<file path="src/isr_pkg.sv">
/*
 * isr_pkg: shared constants and types for the two-wire target port.
 * assumes: included by every design file; nothing imported, all uses scoped.
 */
package isr_pkg;

    // ------------------------------------------------------------
    // constants
    // ------------------------------------------------------------
    localparam int          BYTE_BITS   = 8;
    localparam logic [3:0]  BIT_LAST    = 4'h8;
    localparam logic [3:0]  BIT_ZERO    = 4'h0;
    localparam logic [3:0]  BIT_STEP    = 4'h1;
    localparam logic [4:0]  HI_PREFIX   = 5'h1e;
    localparam logic [7:0]  BYTE_ZERO   = 8'h00;
    localparam int          SYNC_STAGES = 3;

    // ------------------------------------------------------------
    // types
    // ------------------------------------------------------------
    typedef enum logic [2:0] {ST_IDLE, ST_RX, ST_ACK, ST_TXWAIT, ST_TX, ST_TXACK} isr_state_t;
    typedef enum logic [1:0] {PH_ADDR, PH_LO, PH_DATA} isr_phase_t;

    typedef struct packed {
        logic ten_bit;
        logic stretch_enable;
        logic address_hold_enable;
        logic data_hold_enable;
        logic buffer_overwrite_enable;
        logic slave_collision_detect_enable;
        logic start_irq_enable;
        logic stop_irq_enable;
    } isr_cfg_t;

    typedef struct packed {
        logic       own_address_wr;
        logic [7:0] own_address_data;
        logic       clock_release_set;
        logic       irq_clear;
        logic       collision_irq_clear;
        logic       overflow_clear;
        logic       ack_value_select;
    } isr_sw_t;

    typedef struct packed {
        logic update_address_flag;
        logic port_irq_flag;
        logic buffer_full_flag;
        logic receive_overflow_flag;
        logic clock_release_bit;
        logic ack_time_flag;
        logic ack_received_status;
        logic collision_irq_flag;
        logic start_seen;
        logic stop_seen;
        logic read_not_write;
        logic data_not_address;
    } isr_status_t;

    // hold_req is the inverse of the clock-release bit so that reset is all zero
    typedef struct packed {
        isr_state_t state;
        isr_phase_t phase;
        logic [3:0] cnt;
        logic [7:0] shift;
        logic [7:0] own_addr;
        logic       hold;
        logic       auto_nack;
        logic       ua_pend;
        logic       go_read;
        logic       hold_req;
        logic       armed;
        logic       ua;
        logic       irq;
        logic       ov;
        logic       ack_time;
        logic       ack_rx;
        logic       bcl;
        logic       start_seen;
        logic       stop_seen;
        logic       rw;
        logic       da;
        logic       prior;
        logic       sda_low;
        logic       tx_ready;
    } isr_core_t;

endpackage

</file>
<file path="src/isr_target.sv">
/*
 * isr_target: two-wire bus target with 7/10-bit address match, receive
 * through a two-entry buffer, transmit with stretching, collision detect.
 * assumes: open-drain pads outside resolve the wires from the enables;
 * software strobes are one-cycle pulses on clk; bus clock far below clk.
 */
`timescale 1ns/1ns
module isr_target (
    // clock and reset
    input  logic                clk,
    input  logic                resetn,
    // bus pins, open drain, enables active low
    input  logic                scl_i,
    input  logic                sda_i,
    output logic                scl_o,
    output logic                scl_oe_n,
    output logic                sda_o,
    output logic                sda_oe_n,
    // software control and status
    input  isr_pkg::isr_cfg_t   cfg,
    input  isr_pkg::isr_sw_t    sw,
    output isr_pkg::isr_status_t status,
    // received bytes
    output logic                rx_valid,
    input  logic                rx_ready,
    output logic [7:0]          rx_data,
    // transmit bytes
    input  logic                tx_valid,
    output logic                tx_ready,
    input  logic [7:0]          tx_data
);

    // ------------------------------------------------------------
    // input synchronisers
    // ------------------------------------------------------------
    logic [isr_pkg::SYNC_STAGES-1:0] scl_sync_q;
    logic [isr_pkg::SYNC_STAGES-1:0] sda_sync_q;
    logic                            scl_q, sda_q, scl_prev_q, sda_prev_q;
    logic                            scl_d, sda_d;

    always_comb begin
        scl_d = (scl_sync_q[1] == scl_sync_q[2]) ? scl_sync_q[2] : scl_q;
        sda_d = (sda_sync_q[1] == sda_sync_q[2]) ? sda_sync_q[2] : sda_q;
    end

    always_ff @(posedge clk) begin
        if (!resetn) begin
            scl_sync_q <= '1;
            sda_sync_q <= '1;
            scl_q      <= 1'b1;
            sda_q      <= 1'b1;
            scl_prev_q <= 1'b1;
            sda_prev_q <= 1'b1;
        end else begin
            scl_sync_q <= {scl_sync_q[1:0], scl_i};
            sda_sync_q <= {sda_sync_q[1:0], sda_i};
            scl_q      <= scl_d;
            sda_q      <= sda_d;
            scl_prev_q <= scl_q;
            sda_prev_q <= sda_q;
        end
    end

    logic scl_rise, scl_fall, bus_start, bus_stop;
    assign scl_rise  = scl_q & ~scl_prev_q;
    assign scl_fall  = ~scl_q & scl_prev_q;
    assign bus_start = scl_q & scl_prev_q & sda_prev_q & ~sda_q;
    assign bus_stop  = scl_q & scl_prev_q & ~sda_prev_q & sda_q;

    // ------------------------------------------------------------
    // receive buffer, two entries
    // ------------------------------------------------------------
    logic       head_v_q, tail_v_q, head_v_d, tail_v_d;
    logic [7:0] head_q, tail_q, head_d, tail_d;
    logic       push;
    logic [7:0] push_data;
    logic       pop;

    assign pop = head_v_q & rx_ready;

    always_comb begin
        head_v_d = head_v_q;
        tail_v_d = tail_v_q;
        head_d   = head_q;
        tail_d   = tail_q;
        if (pop) begin
            head_d   = tail_q;
            head_v_d = tail_v_q;
            tail_v_d = 1'b0;
        end
        if (push) begin
            if (!head_v_d) begin
                head_d   = push_data;
                head_v_d = 1'b1;
            end else begin
                tail_d   = push_data;
                tail_v_d = 1'b1;
            end
        end
    end

    always_ff @(posedge clk) begin
        if (!resetn) begin
            head_v_q <= 1'b0;
            tail_v_q <= 1'b0;
            head_q   <= isr_pkg::BYTE_ZERO;
            tail_q   <= isr_pkg::BYTE_ZERO;
        end else begin
            head_v_q <= head_v_d;
            tail_v_q <= tail_v_d;
            head_q   <= head_d;
            tail_q   <= tail_d;
        end
    end

    // ------------------------------------------------------------
    // address decode
    // ------------------------------------------------------------
    function automatic logic hi_match(input logic [7:0] b, input logic [7:0] own);
        hi_match = (b[7:3] == isr_pkg::HI_PREFIX) && (b[2:1] == own[2:1]);
    endfunction

    // ------------------------------------------------------------
    // protocol core
    // ------------------------------------------------------------
    isr_pkg::isr_core_t core_q, core_d;
    logic               nack_w;
    logic [7:0]         rx_byte;
    logic               seven_ok, hi_ok, byte_ok, busy, hold_mode;

    // in hold modes the ack level follows software live until the ninth fall
    assign nack_w  = core_q.hold ? sw.ack_value_select : core_q.auto_nack;
    assign rx_byte = core_q.shift;

    always_comb begin
        core_d    = core_q;
        push      = 1'b0;
        push_data = rx_byte;
        seven_ok  = ~cfg.ten_bit && (rx_byte[7:1] == core_q.own_addr[7:1]);
        hi_ok     = cfg.ten_bit && hi_match(rx_byte, core_q.own_addr);
        busy      = core_q.ov | (head_v_q & ~cfg.buffer_overwrite_enable) | tail_v_q;
        hold_mode = (core_q.phase == isr_pkg::PH_DATA) ? cfg.data_hold_enable
                                                       : cfg.address_hold_enable;
        case (core_q.phase)
            isr_pkg::PH_ADDR: byte_ok = seven_ok | (hi_ok & (~rx_byte[0] | core_q.prior));
            isr_pkg::PH_LO:   byte_ok = (rx_byte == core_q.own_addr);
            default:          byte_ok = 1'b1;
        endcase

        // software side; hardware sets below override these clears
        if (sw.own_address_wr) begin
            core_d.own_addr = sw.own_address_data;
            core_d.ua       = 1'b0;
        end
        if (sw.clock_release_set) core_d.hold_req = 1'b0;
        if (sw.irq_clear) core_d.irq = 1'b0;
        if (sw.collision_irq_clear) core_d.bcl = 1'b0;
        if (sw.overflow_clear) core_d.ov = 1'b0;

        case (core_q.state)
            isr_pkg::ST_RX: begin
                if (scl_rise) begin
                    core_d.shift = {core_q.shift[6:0], sda_q};
                    core_d.cnt   = 4'(core_q.cnt + isr_pkg::BIT_STEP);
                end
                if (scl_fall && core_q.cnt == isr_pkg::BIT_LAST) begin
                    if (core_q.phase == isr_pkg::PH_ADDR && cfg.ten_bit &&
                        (!hi_ok || !rx_byte[0])) core_d.prior = 1'b0;
                    if (byte_ok || core_q.phase == isr_pkg::PH_LO) begin
                        push           = byte_ok & ~busy;
                        if (byte_ok && busy) core_d.ov = 1'b1;
                        core_d.auto_nack = ~byte_ok | busy;
                        core_d.hold      = hold_mode & byte_ok;
                        core_d.ua_pend   = (core_q.phase == isr_pkg::PH_LO) |
                                           (core_q.phase == isr_pkg::PH_ADDR & hi_ok & ~rx_byte[0]);
                        core_d.go_read   = (core_q.phase == isr_pkg::PH_ADDR) & rx_byte[0];
                        if (core_q.phase == isr_pkg::PH_ADDR) begin
                            core_d.rw = rx_byte[0];
                            core_d.da = 1'b0;
                        end else if (core_q.phase == isr_pkg::PH_DATA) begin
                            core_d.da = 1'b1;
                        end
                        if (hold_mode && byte_ok) begin
                            core_d.irq      = 1'b1;
                            core_d.hold_req = 1'b1;
                            core_d.ack_time = 1'b1;
                        end
                        core_d.state = isr_pkg::ST_ACK;
                    end else begin
                        core_d.state = isr_pkg::ST_IDLE;
                    end
                end
            end
            isr_pkg::ST_ACK: begin
                core_d.sda_low = ~nack_w;
                if (scl_fall) begin
                    core_d.sda_low  = 1'b0;
                    core_d.ack_time = 1'b0;
                    core_d.cnt      = isr_pkg::BIT_ZERO;
                    if (!nack_w || core_q.ua_pend) core_d.irq = 1'b1;
                    if (core_q.ua_pend) core_d.ua = 1'b1;
                    if (nack_w) begin
                        core_d.state = isr_pkg::ST_IDLE;
                    end else if (core_q.go_read) begin
                        core_d.hold_req = 1'b1;
                        core_d.tx_ready = 1'b1;
                        core_d.state    = isr_pkg::ST_TXWAIT;
                    end else begin
                        core_d.state = isr_pkg::ST_RX;
                        if (core_q.phase == isr_pkg::PH_LO) core_d.prior = 1'b1;
                        core_d.phase = core_q.ua_pend && core_q.phase == isr_pkg::PH_ADDR
                                       ? isr_pkg::PH_LO : isr_pkg::PH_DATA;
                        if (cfg.stretch_enable && !core_q.ua_pend) core_d.hold_req = 1'b1;
                    end
                end
            end
            isr_pkg::ST_TXWAIT: begin
                if (tx_valid && core_q.tx_ready) begin
                    core_d.shift    = tx_data;
                    core_d.sda_low  = ~tx_data[7];
                    core_d.tx_ready = 1'b0;
                    core_d.state    = isr_pkg::ST_TX;
                    core_d.cnt      = isr_pkg::BIT_ZERO;
                end
            end
            isr_pkg::ST_TX: begin
                if (scl_rise) begin
                    if (!core_q.sda_low && !sda_q && cfg.slave_collision_detect_enable) begin
                        core_d.bcl     = 1'b1;
                        core_d.sda_low = 1'b0;
                        core_d.state   = isr_pkg::ST_IDLE;
                    end else begin
                        core_d.cnt = 4'(core_q.cnt + isr_pkg::BIT_STEP);
                    end
                end
                if (scl_fall) begin
                    if (core_q.cnt == isr_pkg::BIT_LAST) begin
                        core_d.sda_low = 1'b0;
                        core_d.state   = isr_pkg::ST_TXACK;
                    end else begin
                        core_d.shift   = {core_q.shift[6:0], 1'b0};
                        core_d.sda_low = ~core_q.shift[6];
                    end
                end
            end
            isr_pkg::ST_TXACK: begin
                if (scl_rise) core_d.ack_rx = sda_q;
                if (scl_fall) begin
                    core_d.irq = 1'b1;
                    if (core_q.ack_rx) begin
                        core_d.state = isr_pkg::ST_IDLE;
                    end else begin
                        core_d.hold_req = 1'b1;
                        core_d.tx_ready = 1'b1;
                        core_d.state    = isr_pkg::ST_TXWAIT;
                    end
                end
            end
            default: begin
            end
        endcase

        // start or restart sends the state machine back to address receive whatever it was doing; hold_req, ua and prior are kept
        if (bus_start) begin
            core_d.state      = isr_pkg::ST_RX;
            core_d.phase      = isr_pkg::PH_ADDR;
            core_d.cnt        = isr_pkg::BIT_ZERO;
            core_d.sda_low    = 1'b0;
            core_d.tx_ready   = 1'b0;
            core_d.start_seen = 1'b1;
            core_d.stop_seen  = 1'b0;
            if (cfg.start_irq_enable) core_d.irq = 1'b1;
        end else if (bus_stop) begin
            core_d.state      = isr_pkg::ST_IDLE;
            core_d.sda_low    = 1'b0;
            core_d.tx_ready   = 1'b0;
            core_d.prior      = 1'b0;
            core_d.stop_seen  = 1'b1;
            core_d.start_seen = 1'b0;
            if (cfg.stop_irq_enable) core_d.irq = 1'b1;
        end

        // never pull the clock before it is seen low: keeps the high time intact
        core_d.armed = core_d.hold_req & (core_q.armed | ~scl_q);
    end

    always_ff @(posedge clk) begin
        if (!resetn) core_q <= '0;
        else core_q <= core_d;
    end

    // ------------------------------------------------------------
    // pin and status outputs
    // ------------------------------------------------------------
    logic scl_oe_n_q, sda_oe_n_q, scl_oe_n_d, sda_oe_n_d;

    always_comb begin
        scl_oe_n_d = ~((core_q.hold_req & core_q.armed) | core_q.ua);
        sda_oe_n_d = ~core_q.sda_low;
    end

    always_ff @(posedge clk) begin
        if (!resetn) begin
            scl_oe_n_q <= 1'b1;
            sda_oe_n_q <= 1'b1;
        end else begin
            scl_oe_n_q <= scl_oe_n_d;
            sda_oe_n_q <= sda_oe_n_d;
        end
    end

    assign scl_o    = 1'b0;
    assign sda_o    = 1'b0;
    assign scl_oe_n = scl_oe_n_q;
    assign sda_oe_n = sda_oe_n_q;
    assign rx_valid = head_v_q;
    assign rx_data  = head_q;
    assign tx_ready = core_q.tx_ready;
    assign status   = '{update_address_flag:   core_q.ua,
                        port_irq_flag:         core_q.irq,
                        buffer_full_flag:      head_v_q,
                        receive_overflow_flag: core_q.ov,
                        clock_release_bit:     ~core_q.hold_req,
                        ack_time_flag:         core_q.ack_time,
                        ack_received_status:   core_q.ack_rx,
                        collision_irq_flag:    core_q.bcl,
                        start_seen:            core_q.start_seen,
                        stop_seen:             core_q.stop_seen,
                        read_not_write:        core_q.rw,
                        data_not_address:      core_q.da};
endmodule

</file>
<file path="config.mk">
export PLATFORM = sky130hd
export DESIGN_NAME = isr_target
export DESIGN_NICKNAME = d
export VERILOG_FILES = /design/src/isr_pkg.sv /design/src/isr_target.sv
export SDC_FILE = /design/constraint.sdc
export NUM_CORES = 1
export LEC_CHECK = 0
export BUFFER_PORTS_ARGS = -buffer_cell sky130_fd_sc_hd__buf_4
export CORE_ASPECT_RATIO = 1.25
export CORE_MARGIN = 4
export CORE_UTILIZATION = 45
export DETAILED_ROUTE_END_ITERATION = 8
export HOLD_SLACK_MARGIN = 0.12
export PLACE_DENSITY = 0.64
export SYNTH_ARGS = -nofsm -noshare
export SYNTH_HDL_FRONTEND = slang
export SYNTH_SLANG_ARGS = --single-unit
</file>
<file path="constraint.sdc">
create_clock -name clk -period 2.9 [get_ports clk]
set_input_delay 0.87 -clock clk [delete_from_list [all_inputs] [get_ports clk]]
set_output_delay 0.87 -clock clk [all_outputs]
set_load 0.05 [all_outputs]
</file>
# Word level (Yosys, flattened, before mapping)
# Index checks and enable logic that the tools add are counted.
[op_classes]
eq_ne = 34
n_addsub = 1
n_reduce_logical = 47
n_bitwise = 42
muxes = 100
[ops]
columns = ["operator", "count"]
rows = [
  ["$mux W1", 58],
  ["$mux W8", 5],
  ["$mux W3", 11],
  ["$ne A2 B2 Y1 const B", 14],
  ["$mux W12", 2],
  ["$pmux W8 S3", 1],
  ["$mux W2", 11],
  ["$reduce_and A5 Y1", 4],
  ["$and A1 B1 Y1", 17],
  ["$not A1 Y1", 17],
  ["$ne A4 B4 Y1 const B", 4],
  ["$pmux W4 S4", 1],
  ["$reduce_and A4 Y1", 4],
  ["$pmux W3 S5", 1],
  ["$logic_and A1 B1 Y1", 13],
  ["$pmux W1 S3", 4],
  ["$mux W9", 1],
  ["$reduce_bool A3 Y1", 3],
  ["$eq A8 B8 Y1", 1],
  ["$mux W4", 2],
  ["$or A1 B1 Y1", 8],
  ["$eq A7 B7 Y1", 1],
  ["$reduce_and A7 Y1", 1],
  ["$reduce_bool A7 Y1", 1],
  ["other kinds (23)", 39],
]
[word_totals]
elab_cells = 261
ff_bits = 74

# Logic depth before layout (Yosys ltp)
[logic_depth]
word_depth = 14
mapped_depth = 9
ltp_nobuf = 8

# Worst setup path before layout
# Ideal clock, no wire load.
[synth_path]
kind = "input-to-reg"
start = "in cfg[2] (netlist bit)"
end = "reg core_q[36] (netlist bit)"
cell_stages = 5
t_arrival_ns = 1.934
t_required_ns = 2.827
slack_ns = 0.893
n_path_buf = 0
path_cell_list = "nor3b_1 o32ai_2 o211ai_2 or3b_1 a21oi_1"
[synth_between]
elab_chain_len = 3
[synth_rtl]
columns = ["element", "line_no", "source"]
rows = [
  ["from (decl)", "isr_target.sv:20", "input isr_pkg::isr_cfg_t cfg,"],
  ["$logic_and A1 B1 Y1", "isr_target.sv:228", "if (!core_q.sda_low && !sda_q && cfg.slave_collision_detect_enable) begin"],
  ["$ne A2 B2 Y1 (no source line)", "--", ""],
  ["$reduce_and A6 Y1 (no source line)", "--", ""],
  ["to (signal assigned)", "isr_target.sv:289", "else core_q <= core_d;"],
  ["to (decl)", "isr_target.sv:126", "isr_pkg::isr_core_t core_q, core_d;"],
]
# No other way between the ends.
# A chain may end at the register's enable or synchronous reset.

# Final worst setup path
[layout_path]
start = "reg scl_q"
end = "reg head_q[6], in the netlist rx_data[6]"
[layout_between]
elab_chain_len = 6
[layout_rtl]
columns = ["element", "line_no", "source"]
rows = [
  ["from (decl)", "isr_target.sv:38", "logic scl_q, sda_q, scl_prev_q, sda_prev_q;"],
  ["from (signal assigned)", "isr_target.sv:57", "scl_q <= scl_d;"],
  ["$not A1 Y1", "isr_target.sv:66", "assign scl_fall = ~scl_q & scl_prev_q;"],
  ["$and A1 B1 Y1", "isr_target.sv:66", ""],
  ["$logic_and A1 B1 Y1", "isr_target.sv:166", "if (scl_fall && core_q.cnt == isr_pkg::BIT_LAST) begin"],
  ["$mux W1", "isr_target.sv:166", ""],
  ["$mux W1", "isr_target.sv:160", "case (core_q.state)"],
  ["$mux W8", "isr_target.sv:91", "if (push) begin"],
  ["to (signal assigned)", "isr_target.sv:106", "head_q <= isr_pkg::BYTE_ZERO;"],
  ["to (decl)", "isr_target.sv:74", "logic [7:0] head_q, tail_q, head_d, tail_d;"],
]
# No other way between the ends.

==> reports/qor.yml <==
outcome:
  outcome: "finished, final reports clean"
floorplan:
  initial_core_util_pct: 46.7
  die_area_um2: 9710
  rows: 36
  die_x_um: 88.9
  core-area_um2: 7880
  die_height_um: 109
  pin_count: 62
sta:
  setup_viol: 0
  finalSetupTns_ps: 0
  slew_violations: 0
  fin_crit_sh_pct: 80.7
  worst_slack_ps: 561
  slew-limit-headroom_pct: 53.7
  tightest_slew_ps: 687
  fin_crit_ps: 2340
  timing_hold_violations_final: 0
  rsz0062_at_grt: "no"
  fin_skew_ps: 6.86
  fmax_mhz: 427
yosys:
  synthMuxAreaShare_pct: 12.0
  synth_edf_count: 0
  synth_top_area_share_pct: 40.2
  synth_seq_cells: 74
  synth_top_family_by_area: "simple AND/OR/NAND/NOR gates"
  synth_xor_area_share_pct: 1.90
  synthAdderAreaFrac_pct: 1.70
  synth_warnings: 0
  yosysTopAreaCell: "dfxtp_1"
  synth_ff_type: "dfxtp_1"
  async_flop_share_pct: 0
  synthSimpleGateAreaFrac_pct: 18.5
  netlist_area_um2: 3680
  ys_seq_area_share_pct: 40.2
  synth_compound_area_share_pct: 17.7
  netlist_instances: 416
  syn_avg_cell_area_um2: 8.86
  synthTopCellsByArea: "dfxtp_1 (40%), mux2i_1 (9.5%), nand2_1 (5.3%)"
  synth_cell_type_count: 56
critical_path:
  crit_buf_inv: 1
  cp_data_arrival_time_ps: 2610
  critical_path.top_delay_family: "simple AND/OR/NAND/NOR gates"
  cp-end-kind: "register"
  cp_slowest_cell: "and4_1"
  path_class: "register to register"
  critPathLaunchType: "register"
  worstPathCellList: "inv_1 > ha_1 > nand4b_1 > or3_1 > a31oi_4 > and4_1 > mux2i_1"
  critPathRequiredTime_ps: 3170
  worst-path-stages: 7
  crit_fanout: 8
  r2r_cells: 7
  max_stage_delay_ps: 520
worst_hold_path:
  whs_path_depth: 1
  hold_path_class: "register to register"
job:
  maxCapViolCount: 0
placed_design:
  gp_congestion: 0.876
  portBuffers: 59
  hpwlAfterDp_mm: 6.23
  post-place-ws_ps: 568
grt:
  grt_usage_pct: 18.3
  grt_pass1_wl_mm: 13.8
  grt_overflow: 0
  grt_max_degree: 56
  antenna_found_initial: 0
  grt_pass1_vias: 2918
drt:
  drt_iter0_markers: 132
  wl_mm: 8.33
  avgRoutedWirePerCell_um: 14.9
  drtAntennaViolNets: 0
  viasPerCell: 5.35
  vias: 2991
  post-route-drc-count: 0
  first_pass_iters: 4
cts:
  cts_resized: 0
  root_buffer: "clkbuf_8"
  htree_levels: 3
  post_cts_buffers: 0
  clk_path_buf_depth: 2
  cts_hold_buf: 0
  path_clk_slew_ps: 70
  cts_sinks: 74
  clk_latency_ps: 340
  cts_buffers: 9
  cts_tree: "built"
power_and_ir_drop:
  leakage_uw: 0.00193
  vdd_drop_max_v: 0.000268
  powerDensity_nw_per_um2: 442
finish:
  nets: 501
  antennaDiodeCount: 0
  final_core_util_pct: 54.4
  area_growth_syn_to_layout_pct: 16.4
  layout-drive-gt1-share_pct: 20.9
-- power by group --
group | internal (µW) | total, µW | switching [µW]
Combinational | 51.6 | 101 | 49.1
Clock | 388 | 762 | 374
Sequential | 1030 | 1030 | 6.66
Total | 1470 | 1890 | 430
-- sequential cells by signal, indices dropped and copies added, names as in the netlist, 3 cells and up --
signal / cells
core_q: 25
status: 10
push_data: 8
rx_data: 8
tail_q: 8
scl_sync_q: 3
sda_sync_q: 3
-- placed cells by master (no fill, tap or decap), types with 2 or more instances in the layout --
master    instances
a21oi_1          24
or3_1             2
nand3_1          11
xor2_1            8
nor2_1           19
a21boi_0          7
ha_1              5
buf_4            67
nand4b_1          2
nor4_1            2
dfxtp_1          74
and2_1            2
a32oi_1           2
nand3b_1          3
mux2i_1          35
clkinv_2          4
nand2b_1         12
o211a_1           9
inv_1            24
o31ai_1           2
nor3_1            4
or3b_1            2
nand2_1          52
a31oi_1           3
mux2_2            8
nor3b_1           3
o22ai_1           3
o211ai_1          3
nor2b_1          19
o21ai_0          16
clkbuf_8          9
a311oi_1          2
a21o_1            3
conb_1            2
-- stage by stage --
step           instances  hold WS (ps)  cell area, µm²  total power (µW)
4_1_cts              559           412            4290              1920
2_1_floorplan        417           371            3690              1110
6_report             559           408            4290              1890
5_1_grt              559           428            4290              1970
3_3_place_gp         544           390            4110              1160
3_5_place_dp         544           393            4110              1160
-- synthesized netlist by cell type (9+ instances only) --
cell type,number
dfxtp_1,74
nand2_1,52
mux2i_1,35
a21oi_1,24
inv_1,24
nor2_1,19
nor2b_1,19
o21ai_0,16
buf_4,15
clkbuf_1,15
nand2b_1,12
nand3_1,11
o211a_1,9
-- per-layer routing --
layer,vias up,GRT usage (%),part of all wire (%)
li1,1517,-,-
met1,1370,23.4,44
met2,92,29.1,48
met3,12,4.16,5.3
met4,0,7.87,2.4
met5,-,0,0
-- final timing paths --
check	startpoint	slack, ps	end
worst max-delay path	scl_q$_SDFFE_PN1N_	560	rx_data[6]$_SDFF_PN0_
worst min-delay path	core_q[1]$_SDFFE_PP0P_	410	sda_oe_n$_SDFF_PN1_
worst max register to register	scl_q$_SDFFE_PN1N_	560	rx_data[6]$_SDFF_PN0_
worst min register to register	core_q[1]$_SDFFE_PP0P_	410	sda_oe_n$_SDFF_PN1_
-- kinds of logic (layout without fill, tap and decap cells) --
group | after synthesis | count (layout)
mux | 43 | 43
other cells | 1 | 2
xor+xnor | 8 | 8
simple gates | 136 | 136
fa+ha+maj | 5 | 5
flops | 74 | 74
buf+inv | 59 | 106
compound gates | 90 | 90
-- layout make-up --
cell class	instances	area, µm²
Fill cell	738	3590
Multi-Input combinational cell	284	1910
Sequential cell	74	1480
Timing Repair Buffer	67	503
Clock buffer	9	124
Tap cell	95	119
Inverter	24	90.1
Clock inverter	6	58.8
-- worst reg2reg max path, stage by stage (launching register included) --
cell,delay [ps]
dfxtp_1,360
inv_1,140
ha_1,210
nand4b_1,160
or3_1,460
a31oi_4,180
and4_1,520
mux2i_1,240
Power figures use the tool's default switching activity.
